--- src/inc/aer_defines.svh ---
// Purpose: constants of the analog module error reporting block
// Assumes: 10 MHz aclk, 32-bit AXI4-Lite register access
// Notes: offsets are byte addresses
`ifndef AER_DEFINES_SVH
`define AER_DEFINES_SVH
`define AER_ADDR_W 8
`define AER_OFF_ERR 8'h00
`define AER_OFF_CFG 8'h04
`define AER_OFF_ACT 8'h08
`define AER_OFF_OUT0 8'h0C
`define AER_OFF_OUT1 8'h10
`define AER_OFF_RANGE 8'h14
`define AER_OFF_ISTAT 8'h18
`define AER_OFF_IMASK 8'h1C
`define AER_RESP_OKAY 2'h0
`define AER_RESP_SLVERR 2'h2
`define AER_CLASS_LSB 9
`define AER_CLASS_NONE 3'h0
`define AER_CLASS_HW 3'h1
`define AER_CLASS_CFG 3'h2
`define AER_EXT_GENERAL 9'h000
`define AER_EXT_POWERUP 9'h001
`define AER_EXT_HW_SPECIFIC 9'h010
`define AER_CFG_FIELD_W 3
`define AER_CFG_FIELDS 4
`define AER_CFG_USED 12
`define AER_CFG_FMT_MAX 3'h4
`define AER_CFG_RESET 32'h0000_0000
`define AER_IRQ_HW 0
`define AER_IRQ_CFG 1
`define AER_IRQ_RANGE 2
`define AER_IRQ_DONE 3
`define AER_IRQ_W 4
`define AER_CLK_NS 100
`define AER_SELFTEST_NS 100000
`define AER_SELFTEST_CYC ((`AER_SELFTEST_NS + `AER_CLK_NS - 1) / `AER_CLK_NS)
`endif

--- src/inc/aer_pkg.sv ---
// Purpose: types of the analog module error reporting block
// Assumes: nothing beyond the defines header
// Notes: holds types only
package aer_pkg;
    typedef logic [15:0] aer_word_t;
    typedef enum logic [1:0] {AER_ST_POR, AER_ST_TEST, AER_ST_RUN, AER_ST_HALT} aer_state_t;
endpackage

--- src/verilog/aer_top.sv ---
// Purpose: power-up self test, error word, config check and output safing
// Assumes: fault and range pins are asynchronous and are synchronised here
// Notes: registers on AXI4-Lite; one write and one read at a time
`timescale 1ns/1ns
`include "aer_defines.svh"

// Operation
// - error word: bits 15-12 zero, 11-9 error class, 8-0 extended info.
// - class codes 000 none, 001 hardware, 010 configuration.
// - extended info is zero whenever the class says no error.
// - invalid configuration is discarded, flagged, previous setup kept; the code flags it in run state only.
// - config codes X400 general, X401-X402 input format, X403-X404 output format.
// - X200 general hardware, X201 power-up reset state, X210 hardware specific.
// - any fault forces all analog outputs to zero.
// - self test runs after every power-up.
// - status indicator lit in proper operation, dark on module fault.
// - over and under range flags go to input data, not error word.
// - hardware errors reported to controller, which records them.
// - non-critical errors recoverable; config errors shown by extended code.
module aer_top
(
    input wire logic aclk,
    input wire logic aresetn,
    input wire logic ce,
    input wire logic [`AER_ADDR_W-1:0] awaddr,
    input wire logic awvalid,
    output logic awready,
    input wire logic [31:0] wdata,
    input wire logic [3:0] wstrb,
    input wire logic wvalid,
    output logic wready,
    output logic [1:0] bresp,
    output logic bvalid,
    input wire logic bready,
    input wire logic [`AER_ADDR_W-1:0] araddr,
    input wire logic arvalid,
    output logic arready,
    output logic [31:0] rdata,
    output logic [1:0] rresp,
    output logic rvalid,
    input wire logic rready,
    input wire logic hw_fault_in,
    input wire logic hw_specific_in,
    input wire logic selftest_fail_in,
    input wire logic [1:0] range_over_in,
    input wire logic [1:0] range_under_in,
    output aer_pkg::aer_word_t err_word_out,
    output logic critical_err,
    output logic status_led,
    output logic [15:0] aout0,
    output logic [15:0] aout1,
    output logic irq
);
    import aer_pkg::*;

    localparam int CNT_W = 12;
    localparam logic [CNT_W-1:0] TEST_LAST = CNT_W'(`AER_SELFTEST_CYC - 1);

    // pin synchronisers: stage one feeds stage two only
    logic [6:0] pin_s1_r;
    logic [6:0] pin_s2_r;
    logic hw_s;
    logic spec_s;
    logic stfail_s;
    logic [3:0] range_s;

    // bus and register group
    logic bvalid_r, bvalid_nxt;
    logic [1:0] bresp_r, bresp_nxt;
    logic rvalid_r, rvalid_nxt;
    logic [31:0] rdata_r, rdata_nxt;
    logic [1:0] rresp_r, rresp_nxt;
    logic [31:0] cfg_act_r, cfg_act_nxt;
    logic [15:0] out0_r, out0_nxt;
    logic [15:0] out1_r, out1_nxt;
    logic [15:0] aout0_r, aout0_nxt;
    logic [15:0] aout1_r, aout1_nxt;
    logic [3:0] range_r, range_nxt;
    logic [`AER_IRQ_W-1:0] istat_r, istat_nxt;
    logic [`AER_IRQ_W-1:0] imask_r, imask_nxt;
    logic irq_r, irq_nxt;
    logic wr_go;
    logic cfg_good;
    logic cfg_bad;
    logic [8:0] cfg_code;
    logic [31:0] cfg_cand;
    logic [9:0] cfg_res;
    logic [31:0] out0_m;
    logic [31:0] out1_m;

    // error and self test group
    aer_state_t st_r, st_nxt;
    logic [CNT_W-1:0] cnt_r, cnt_nxt;
    logic [15:0] word_r, word_nxt;
    logic ev_hw_r, ev_hw_nxt;
    logic ev_cfg_r, ev_cfg_nxt;
    logic ev_done_r, ev_done_nxt;
    logic led_r, led_nxt;
    logic fault;

    function automatic logic [31:0] byte_merge(input logic [31:0] old_v, input logic [31:0] new_v,
                                               input logic [3:0] strb);
        logic [31:0] res;
        res = old_v;
        for (int i = 0; i < 4; i++)
        begin
            if (strb[i])
            begin
                res[i*8 +: 8] = new_v[i*8 +: 8];
            end
        end
        return res;
    endfunction

    // lowest failing field wins the extended code; stray upper bits give the general code
    function automatic logic [9:0] cfg_check(input logic [31:0] v);
        logic [9:0] res;
        res = 10'h000;
        if (|v[31:`AER_CFG_USED])
        begin
            res = {1'b1, `AER_EXT_GENERAL};
        end
        else
        begin
            for (int i = `AER_CFG_FIELDS - 1; i >= 0; i--)
            begin
                if (v[i*`AER_CFG_FIELD_W +: `AER_CFG_FIELD_W] > `AER_CFG_FMT_MAX)
                begin
                    res = {1'b1, 9'(i + 1)};
                end
            end
        end
        return res;
    endfunction

    always_ff @(posedge aclk)
    begin
        if (!aresetn)
        begin
            pin_s1_r <= 7'h00;
            pin_s2_r <= 7'h00;
        end
        else if (ce)
        begin
            pin_s1_r <= {range_under_in, range_over_in, selftest_fail_in, hw_specific_in, hw_fault_in};
            pin_s2_r <= pin_s1_r;
        end
    end

    assign hw_s = pin_s2_r[0];
    assign spec_s = pin_s2_r[1];
    assign stfail_s = pin_s2_r[2];
    assign range_s = pin_s2_r[6:3];

    assign fault = (word_r[11:`AER_CLASS_LSB] != `AER_CLASS_NONE);

    assign wr_go = ce && awvalid && wvalid && !bvalid_r;
    assign awready = wr_go;
    assign wready = wr_go;
    assign arready = ce && arvalid && !rvalid_r;

    always_comb
    begin
        bvalid_nxt = bvalid_r;
        bresp_nxt = bresp_r;
        rvalid_nxt = rvalid_r;
        rdata_nxt = rdata_r;
        rresp_nxt = rresp_r;
        cfg_act_nxt = cfg_act_r;
        out0_nxt = out0_r;
        out1_nxt = out1_r;
        imask_nxt = imask_r;
        cfg_good = 1'b0;
        cfg_bad = 1'b0;
        cfg_cand = byte_merge(cfg_act_r, wdata, wstrb);
        cfg_res = cfg_check(cfg_cand);
        cfg_code = cfg_res[8:0];
        out0_m = byte_merge({16'h0000, out0_r}, wdata, wstrb);
        out1_m = byte_merge({16'h0000, out1_r}, wdata, wstrb);
        istat_nxt = istat_r;
        if (bvalid_r && bready)
        begin
            bvalid_nxt = 1'b0;
        end
        if (rvalid_r && rready)
        begin
            rvalid_nxt = 1'b0;
        end
        if (wr_go)
        begin
            bvalid_nxt = 1'b1;
            bresp_nxt = `AER_RESP_OKAY;
            case (awaddr)
                `AER_OFF_CFG:
                begin
                    if (cfg_res[9])
                    begin
                        cfg_bad = 1'b1;
                    end
                    else
                    begin
                        cfg_good = 1'b1;
                        cfg_act_nxt = cfg_cand;
                    end
                end
                `AER_OFF_OUT0: out0_nxt = out0_m[15:0];
                `AER_OFF_OUT1: out1_nxt = out1_m[15:0];
                `AER_OFF_ISTAT: istat_nxt = istat_r & ~wdata[`AER_IRQ_W-1:0];
                `AER_OFF_IMASK: imask_nxt = wdata[`AER_IRQ_W-1:0];
                `AER_OFF_ERR, `AER_OFF_ACT, `AER_OFF_RANGE: bresp_nxt = `AER_RESP_OKAY;
                default: bresp_nxt = `AER_RESP_SLVERR;
            endcase
        end
        // a new event wins over a clear in the same cycle
        istat_nxt[`AER_IRQ_HW] = istat_nxt[`AER_IRQ_HW] | ev_hw_r;
        istat_nxt[`AER_IRQ_CFG] = istat_nxt[`AER_IRQ_CFG] | ev_cfg_r;
        istat_nxt[`AER_IRQ_RANGE] = istat_nxt[`AER_IRQ_RANGE] | (|(range_s & ~range_r));
        istat_nxt[`AER_IRQ_DONE] = istat_nxt[`AER_IRQ_DONE] | ev_done_r;
        range_nxt = range_s;
        irq_nxt = |(istat_nxt & imask_nxt);
        if (arready)
        begin
            rvalid_nxt = 1'b1;
            rresp_nxt = `AER_RESP_OKAY;
            case (araddr)
                `AER_OFF_ERR: rdata_nxt = {16'h0000, word_r};
                `AER_OFF_CFG, `AER_OFF_ACT: rdata_nxt = cfg_act_r;
                `AER_OFF_OUT0: rdata_nxt = {16'h0000, out0_r};
                `AER_OFF_OUT1: rdata_nxt = {16'h0000, out1_r};
                `AER_OFF_RANGE: rdata_nxt = {28'h0000000, range_r};
                `AER_OFF_ISTAT: rdata_nxt = {28'h0000000, istat_r};
                `AER_OFF_IMASK: rdata_nxt = {28'h0000000, imask_r};
                default:
                begin
                    rdata_nxt = 32'h0000_0000;
                    rresp_nxt = `AER_RESP_SLVERR;
                end
            endcase
        end
        // outputs are zero from the cycle after any fault class is shown
        aout0_nxt = fault ? 16'h0000 : out0_r;
        aout1_nxt = fault ? 16'h0000 : out1_r;
    end

    always_ff @(posedge aclk)
    begin
        if (!aresetn)
        begin
            bvalid_r <= 1'b0;
            bresp_r <= `AER_RESP_OKAY;
            rvalid_r <= 1'b0;
            rdata_r <= 32'h0000_0000;
            rresp_r <= `AER_RESP_OKAY;
            cfg_act_r <= `AER_CFG_RESET;
            out0_r <= 16'h0000;
            out1_r <= 16'h0000;
            aout0_r <= 16'h0000;
            aout1_r <= 16'h0000;
            range_r <= 4'h0;
            istat_r <= 4'h0;
            imask_r <= 4'h0;
            irq_r <= 1'b0;
        end
        else if (ce)
        begin
            bvalid_r <= bvalid_nxt;
            bresp_r <= bresp_nxt;
            rvalid_r <= rvalid_nxt;
            rdata_r <= rdata_nxt;
            rresp_r <= rresp_nxt;
            cfg_act_r <= cfg_act_nxt;
            out0_r <= out0_nxt;
            out1_r <= out1_nxt;
            aout0_r <= aout0_nxt;
            aout1_r <= aout1_nxt;
            range_r <= range_nxt;
            istat_r <= istat_nxt;
            imask_r <= imask_nxt;
            irq_r <= irq_nxt;
        end
    end

    // error word: the upper nibble is never written, so it always reads zero
    always_comb
    begin
        st_nxt = st_r;
        cnt_nxt = cnt_r;
        word_nxt = word_r;
        ev_hw_nxt = 1'b0;
        ev_cfg_nxt = 1'b0;
        ev_done_nxt = 1'b0;
        unique case (st_r)
            AER_ST_POR:
            begin
                word_nxt = {4'h0, `AER_CLASS_HW, `AER_EXT_POWERUP};
                cnt_nxt = '0;
                st_nxt = AER_ST_TEST;
            end
            AER_ST_TEST:
            begin
                cnt_nxt = cnt_r + CNT_W'(1);
                if (stfail_s || hw_s)
                begin
                    word_nxt = {4'h0, `AER_CLASS_HW, `AER_EXT_GENERAL};
                    st_nxt = AER_ST_HALT;
                    ev_hw_nxt = 1'b1;
                    ev_done_nxt = 1'b1;
                end
                else if (cnt_r == TEST_LAST)
                begin
                    word_nxt = {4'h0, `AER_CLASS_NONE, 9'h000};
                    st_nxt = AER_ST_RUN;
                    ev_done_nxt = 1'b1;
                end
            end
            AER_ST_RUN:
            begin
                if (hw_s || spec_s)
                begin
                    // hardware faults are critical and stay until the next reset
                    word_nxt = {4'h0, `AER_CLASS_HW, hw_s ? `AER_EXT_GENERAL : `AER_EXT_HW_SPECIFIC};
                    st_nxt = AER_ST_HALT;
                    ev_hw_nxt = 1'b1;
                end
                else if (cfg_bad)
                begin
                    word_nxt = {4'h0, `AER_CLASS_CFG, cfg_code};
                    ev_cfg_nxt = 1'b1;
                end
                else if (cfg_good)
                begin
                    word_nxt = {4'h0, `AER_CLASS_NONE, 9'h000};
                end
            end
            AER_ST_HALT:
            begin
                st_nxt = AER_ST_HALT;
            end
        endcase
        led_nxt = (st_nxt == AER_ST_RUN);
    end

    always_ff @(posedge aclk)
    begin
        if (!aresetn)
        begin
            st_r <= AER_ST_POR;
            cnt_r <= '0;
            word_r <= {4'h0, `AER_CLASS_HW, `AER_EXT_POWERUP};
            ev_hw_r <= 1'b0;
            ev_cfg_r <= 1'b0;
            ev_done_r <= 1'b0;
            led_r <= 1'b0;
        end
        else if (ce)
        begin
            st_r <= st_nxt;
            cnt_r <= cnt_nxt;
            word_r <= word_nxt;
            ev_hw_r <= ev_hw_nxt;
            ev_cfg_r <= ev_cfg_nxt;
            ev_done_r <= ev_done_nxt;
            led_r <= led_nxt;
        end
    end

    assign bvalid = bvalid_r;
    assign bresp = bresp_r;
    assign rvalid = rvalid_r;
    assign rdata = rdata_r;
    assign rresp = rresp_r;
    assign err_word_out = word_r;
    assign critical_err = (st_r == AER_ST_HALT);
    assign status_led = led_r;
    assign aout0 = aout0_r;
    assign aout1 = aout1_r;
    assign irq = irq_r;
endmodule

--- config.mk ---
export PLATFORM = sky130hd
export DESIGN_NAME = aer_top
export DESIGN_NICKNAME = d
export VERILOG_FILES = /design/src/inc/aer_pkg.sv /design/src/verilog/aer_top.sv
export VERILOG_INCLUDE_DIRS = /design/src /design/src/inc
export SDC_FILE = /design/constraint.sdc
export NUM_CORES = 1
export LEC_CHECK = 0
export BUFFER_PORTS_ARGS = -buffer_cell sky130_fd_sc_hd__buf_4
export CORE_UTILIZATION = 40
export CTS_BUF_LIST = sky130_fd_sc_hd__clkbuf_4 sky130_fd_sc_hd__clkbuf_8 sky130_fd_sc_hd__clkbuf_16
export DETAILED_ROUTE_END_ITERATION = 8
export GPL_ROUTABILITY_DRIVEN = 0
export PLACE_DENSITY = 0.66
export SLEW_MARGIN = 20
export SYNTH_ARGS = -nofsm -noshare
export SYNTH_HDL_FRONTEND = slang
export SYNTH_SLANG_ARGS = --single-unit
--- constraint.sdc ---
create_clock -name aclk -period 6.8 [get_ports aclk]
set_input_delay 0.68 -clock aclk [delete_from_list [all_inputs] [get_ports aclk]]
set_output_delay 0.68 -clock aclk [all_outputs]
set_load 0.01 [all_outputs]
==> results of run 1 <==
-- worst min-delay path, delay by kind of cell, from the launching register on --
kind	cells	cell delay [ns]
AOI/OAI and AO/OA	1	0.05
DFF	1	0.31
and+or+nand+nor	1	0.05
-- sequential cells by signal (all words and copies together) (netlist names), 2 cells and up --
| name | cells |
|---|---|
| aout0 | 16 |
| aout1 | 16 |
| cfg_act_r | 32 |
| cnt_r | 12 |
| err_word_out | 6 |
| imask_r | 4 |
| istat_r | 4 |
| out0_r | 16 |
| out1_r | 16 |
| pin_s1_r | 7 |
| pin_s2_r | 7 |
| range_r | 4 |
| rdata | 32 |
| st_r | 2 |
-- how the worst max path moves through the flow --
| stage | start | endpoint | cells past startpoint |
|---|---|---|---|
| after global routing | ce | arready | 6 |
| final | ce | arready | 6 |
| after detailed placement | ce | rdata[14] | 7 |
| after global placement | ce | rdata[15] | 7 |
| after CTS | ce | arready | 6 |
| after floorplan | awaddr[0] | err_word_out[4] | 7 |
-- cells in the final DEF (no fill, tap or decap), types with 4 or more instances in the layout --
master | synthesis | layout
sky130_fd_sc_hd__clkbuf_16 | 0 | 17
sky130_fd_sc_hd__nor3_1 | 12 | 12
sky130_fd_sc_hd__ha_1 | 7 | 7
sky130_fd_sc_hd__inv_1 | 20 | 20
sky130_fd_sc_hd__o2bb2ai_1 | 4 | 4
sky130_fd_sc_hd__dfxtp_1 | 183 | 183
sky130_fd_sc_hd__nor3b_1 | 28 | 27
sky130_fd_sc_hd__clkinvlp_4 | 0 | 4
sky130_fd_sc_hd__o21ai_0 | 22 | 22
sky130_fd_sc_hd__mux2i_1 | 75 | 75
sky130_fd_sc_hd__buf_4 | 13 | 153
sky130_fd_sc_hd__or3_1 | 6 | 6
sky130_fd_sc_hd__and3_1 | 8 | 8
sky130_fd_sc_hd__nor4_1 | 7 | 5
sky130_fd_sc_hd__nor2b_1 | 34 | 34
sky130_fd_sc_hd__conb_1 | 1 | 12
sky130_fd_sc_hd__nand2_1 | 65 | 65
sky130_fd_sc_hd__a21oi_1 | 64 | 64
sky130_fd_sc_hd__a22oi_1 | 6 | 6
sky130_fd_sc_hd__xnor2_1 | 7 | 7
sky130_fd_sc_hd__nor2_1 | 122 | 122
sky130_fd_sc_hd__nand3_1 | 31 | 31
sky130_fd_sc_hd__o22ai_1 | 5 | 5
sky130_fd_sc_hd__nand2b_1 | 5 | 5
sky130_fd_sc_hd__nand4b_1 | 4 | 4
sky130_fd_sc_hd__a222oi_1 | 14 | 14
sky130_fd_sc_hd__inv_6 | 0 | 5
sky130_fd_sc_hd__or4_1 | 6 | 6
-- final cells by class --
type	instances	area (um^2)
multi-input cells	608	3790
well taps	260	325
repair buffers	153	1150
flip-flops and latches	183	3660
clock inverters	15	143
clock buffers	17	425
fillers	1840	9310
inverters	22	85.1
-- cell families (layout without fill, tap and decap cells) --
| logic type | Yosys count | in the layout | share of synthesized area, % |
|---|---|---|---|
| AND/OR/NAND/NOR | 347 | 347 | 22.3 |
| flip-flops | 183 | 183 | 47.1 |
| AO/OA/AOI/OAI | 155 | 155 | 13.1 |
| buffers and inverters | 91 | 207 | 5.08 |
| multiplexers | 78 | 78 | 10.2 |
| XOR/XNOR | 9 | 9 | 1.01 |
| adder cells (fa/ha/maj) | 7 | 7 | 1.13 |
| other | 1 | 12 | 0.0482 |
-- per-layer routing --
| layer | track usage (%) | up-vias | wire length [um] |
|---|---|---|---|
| met3 | 5.97 | 19 | 1470 |
| met2 | 33.4 | 208 | 9420 |
| met1 | 29.5 | 3176 | 9960 |
| met5 | 0 | - | 0 |
| li1 | - | 3277 | - |
| met4 | 6.51 | 0 | 323 |
-- report_power, final --
group	switching, uW	internal [uW]
Sequential	6.07	1080
Clock	449	512
Combinational	92.5	56.6
-- through the flow --
step	cell area (um^2)	setup slack, ns	power (uW)	utilization [%]	instances
detailed placement	9010	3.21	1260	47.7	1226
floorplan	7820	3.89	1190	-	882
global route	9580	3.25	2270	50.7	1258
global placement	9010	3.36	1260	47.7	1226
CTS	9580	3.40	2210	50.7	1258
finish	9580	3.41	2200	50.7	1258
==> impl_metrics.toml, run 1 <==
[cells_and_area]
antenna-diode-count = 0
layout.nets = 1059
layout-drive-gt1-share_pct = 20.1
area_delta_synth_final_pct = 23.2

[clock_tree]
clock_tree_from_tritoncts = "built"
post_cts.repair.setup_buffers = 0
clock_edge_transition_at_the_registers_on_the_reported_setup_and_hold_paths_ns = 0.06
h_tree_level_count = 4
ctsRootBufferMaster = "sky130_fd_sc_hd__clkbuf_16"
postCtsResizedCells = 0
cts.hold.buffers_added = 0
numClockSinks = 183
cts-buffers-inserted = 17
clk_path_buf_depth = 2
insertion_delay_ns = 0.44

[setup_path]
critical_path_class = "in2out"
r2r_end = "out1_r[8]"
crit_fanout = 70
start_kind = "primary input"
top_family_by_delay_on_critical_path = "buffers and inverters"
rrSetupSlack_ns = 4.07
required_time_of_the_critical_path_ns = 6.12
cp.arrival_ns = 2.71
worst_path_most_repeated_cell = "sky130_fd_sc_hd__buf_4"
worst_r2r_startpoint = "bvalid"
critical_path_buf_inv_count = 4
cell_with_the_largest_stage_delay_on_the_worst_path = "sky130_fd_sc_hd__clkinv_1"
critical_path.cell_chain = "buf_4 > buf_4 > nand2_1 > or2_2 > clkinv_1 > buf_4"
r2r_depth = 5
critPathCaptureType = "output pin"
crit_path_max_incr_delay_ns = 0.59

[place]
detailed_place_hpwl_um = 15000
placement.io_buffers = 146

[route]
wirelength_um = 21200
detail_route.first_pass.iterations = 5
post-route-drc-count = 0
drt-vias-per-instance = 5.31
wl_per_cell_um = 16.8
postRouteAntennaNets = 0
dr.first_iter.drc_count = 413
vias = 6680

[logic_synthesis]
ys.flop_type = "sky130_fd_sc_hd__dfxtp_1"
netlist_area_um2 = 7780
synth-edff-count = 0
yosys-top-cells-area = "sky130_fd_sc_hd__dfxtp_1 (47%), sky130_fd_sc_hd__mux2i_1 (9.7%), sky130_fd_sc_hd__nor2_1 (5.9%), sky130_fd_sc_hd__a21oi_1 (4.1%), sky130_fd_sc_hd__nand2_1 (3.1%)"
mean_instance_size_in_the_synthesized_netlist_um2 = 8.93
synthArstFlopShare_pct = 0
netlist_top_cells_count = "sky130_fd_sc_hd__dfxtp_1 (183), sky130_fd_sc_hd__nor2_1 (122), sky130_fd_sc_hd__mux2i_1 (75)"
yosys_warnings = 0
synth_cell_types = 63
synth_top_area_share_pct = 47.1
synth_most_common_cell = "sky130_fd_sc_hd__dfxtp_1"
yosys_register_bits = 183
post_synth_top_area_cell = "sky130_fd_sc_hd__dfxtp_1"
yosysSeqAreaShare_pct = 47.1
synthCells = 871

[min_path]
hold_path_end = "rdata[29]"
timing.hold.worst_path_depth = 2
holdCritStartpoint = "rdata[29]"
min_path_type = "reg2reg"

[global_route]
grt_pass1_wl_um = 33800
pin_count_of_the_biggest_net_entering_global_routing = 76
number_of_antenna_violations_at_the_first_check_in_global_routing = 0
grt_remaining_overflow = 0
global_route.usage.total_pct = 21.7
vias_in_the_first_global_route = 6200

[die]
total_die_area_um2 = 20000
count_of_pins_on_the_block_boundary = 159
fp.dieW_um = 141
fp.dieH_um = 141
num_rows = 50
starting_density_of_the_core_pct = 41.2
design.core.area_um2 = 18900

[sta]
unrepaired_setup_endpoints_after_global_routing = "false"
timing.setup.tns_ns = 0
worstMarginPinSlew_ns = 1.08
final.period_utilization_pct = 49.9
max_clock_freq_mhz = 295
layout_min_cycle_time_ns = 3.39
timing.final.setup_violations = 0
hold_violations = 0
timing.max_slew.rel_slack_pct = 27.1
hold_ws_ns = 0.464
clk_skew_ns = 0.0109
max_transition_viols_final = 0

[outcome]
outcome = "finished, final reports clean"

[power_and_ir_drop]
power.density_nw_per_um2 = 229
static-leakage-power_uw = 0.00385
irDropWorstVdd_mv = 0.177

[run]
drv.max_cap_violation_count = 0
(Power assumes the default switching activity.)
==> run 2, diff against run 1 <==
==> constraint.sdc (replaced) <==
create_clock -name aclk -period 3.52 [get_ports aclk]
set_input_delay 0.352 -clock aclk [delete_from_list [all_inputs] [get_ports aclk]]
set_output_delay 0.352 -clock aclk [all_outputs]
set_load 0.01 [all_outputs]
==> impl_metrics.toml, run 2 (synthesis results as in run 1) <==
[global_route]
number_of_antenna_violations_at_the_first_check_in_global_routing = 0
grt_pass1_wl_um = 33000
grt_remaining_overflow = 0
pin_count_of_the_biggest_net_entering_global_routing = 67
global_route.usage.total_pct = 21.2
vias_in_the_first_global_route = 6030

[setup_path]
required_time_of_the_critical_path_ns = 3.88
worst_r2r_startpoint = "bvalid"
start_kind = "register"
rrSetupSlack_ns = 0.88
r2r_depth = 5
crit_fanout = 12
r2r_end = "err_word_out[4]"
critPathCaptureType = "register"
critical_path_class = "reg2reg"
cp.arrival_ns = 2.99

[clock_tree]
cts-buffers-inserted = 17
clock_edge_transition_at_the_registers_on_the_reported_setup_and_hold_paths_ns = 0.07
ctsRootBufferMaster = "sky130_fd_sc_hd__clkbuf_16"
h_tree_level_count = 4
post_cts.repair.setup_buffers = 0
numClockSinks = 183
insertion_delay_ns = 0.44
clock_tree_from_tritoncts = "built"
cts.hold.buffers_added = 0
clk_path_buf_depth = 2
postCtsResizedCells = 0

[power_and_ir_drop]
sw_frac_of_total_pct = 24.5
irDropWorstVdd_mv = 0.320
power.density_nw_per_um2 = 450
static-leakage-power_uw = 0.00391
pwr-share-comb_pct = 6.7
power_frac_seq_pct = 48.2
cell_internal_pwr_uw = 3280
netSwitchingPower_uw = 1060
share_clk_of_total_power_pct = 45.0

[cells_and_area]
antenna-diode-count = 0
mostFrequentLayoutCells = "sky130_fd_sc_hd__dfxtp_1 (183), sky130_fd_sc_hd__buf_4 (160), sky130_fd_sc_hd__nor2_1 (122), sky130_fd_sc_hd__mux2i_1 (75), sky130_fd_sc_hd__nand2_1 (65)"
layout-drive-gt1-share_pct = 20.7
layout.nets = 1066
mostFrequentLayoutCell = "sky130_fd_sc_hd__dfxtp_1"
area_delta_synth_final_pct = 24.3
finalNonFillerCells = 1265
final_area_um2 = 9670

[die]
num_rows = 50
count_of_pins_on_the_block_boundary = 159
design.core.area_um2 = 18900
fp.dieH_um = 141
fp.dieW_um = 141
starting_density_of_the_core_pct = 41.2
total_die_area_um2 = 20000

[route]
vias = 6597
wirelength_um = 21000
postRouteAntennaNets = 0
post-route-drc-count = 0
dr.first_iter.drc_count = 422
detail_route.first_pass.iterations = 5
wl_per_cell_um = 16.6
drt-vias-per-instance = 5.22

[place]
placement.io_buffers = 146
detailed_place_hpwl_um = 14800
placement.cell_area_um2 = 9070
dp_slack_ns = 0.539
numPlacedInstances = 1233

[sta]
timing.setup.tns_ns = 0
max_clock_freq_mhz = 379
hold_ws_ns = 0.155
layout_min_cycle_time_ns = 2.64
clk_skew_ns = 0.00896
hold_violations = 0
max_transition_viols_final = 0
unrepaired_setup_endpoints_after_global_routing = "false"
timing.max_slew.rel_slack_pct = 54.1
worstMarginPinSlew_ns = 0.688
timing.final.setup_violations = 0
smallest_setup_slack_after_layout_ns = 0.883
final.period_utilization_pct = 74.9

[min_path]
hold_path_end = "pin_s1_r[4]"
timing.hold.worst_path_depth = 3
holdCritStartpoint = "range_over_in[1]"
min_path_type = "in2reg"

[outcome]
outcome = "finished, final reports clean"

[run]
drv.max_cap_violation_count = 0
## run 2: changes by cell type in the layout (fill, tap and decap cells not counted), sizes merged
cell	delta
buf	+7
clkinv	-2
clkinvlp	-2
inv	+2
bufinv	+1
clkbuf	+1
## run 2: how the worst max path moves through the flow
stage | startpoint | endpoint | slack [ns] | depth (start not counted)
5_1_grt | bvalid | err_word_out[4] | 0.79 | 5
3_3_place_gp | awaddr[0] | err_word_out[4] | 0.58 | 6
6_report | bvalid | err_word_out[4] | 0.88 | 5
4_1_cts | bvalid | err_word_out[4] | 0.92 | 5
3_5_place_dp | awaddr[0] | err_word_out[4] | 0.54 | 6
2_1_floorplan | awaddr[0] | err_word_out[4] | 0.94 | 7
## run 2: final cells by class
| type | instances | area, um^2 |
|---|---|---|
| Tap cell | 260 | 325 |
| Multi-Input combinational cell | 608 | 3790 |
| Clock inverter | 14 | 160 |
| Clock buffer | 18 | 439 |
| Sequential cell | 183 | 3660 |
| Inverter | 22 | 85.1 |
| Fill cell | 1816 | 9230 |
| Timing Repair Buffer | 160 | 1200 |
## run 2: power groups by stage
stage	sequential, uW	combinational [uW]	clock [uW]
finish	2100	293	1960
global route	2100	319	2080
CTS	2100	293	1990
detailed placement	2140	292	0
global placement	2140	291	0
floorplan	2140	165	0
## run 2: metrics by stage
stage	util [%]	power, uW
final	51.2	4350
after global placement	48.0	2440
after detailed placement	48.0	2440
after CTS	51.2	4380
after global routing	51.2	4500
after floorplan	-	2310
## run 2: worst max-delay path: stages, from the launching register on
cell and delay (ns):
sky130_fd_sc_hd__dfxtp_1 0.32, sky130_fd_sc_hd__nand4b_1 0.32, sky130_fd_sc_hd__or4_1 0.73, sky130_fd_sc_hd__a221o_1 0.52
sky130_fd_sc_hd__or4b_1 0.51, sky130_fd_sc_hd__a21oi_1 0.16
## run 2: layer usage
metal  global-route usage (%)  part of all wire, %  up-vias
met5                        0                    0        -
met4                     7.02                  1.7        0
met3                     4.93                  6.3       20
met2                     32.9                   45      183
met1                     29.0                   47     3110
li1                         -                    -     3284
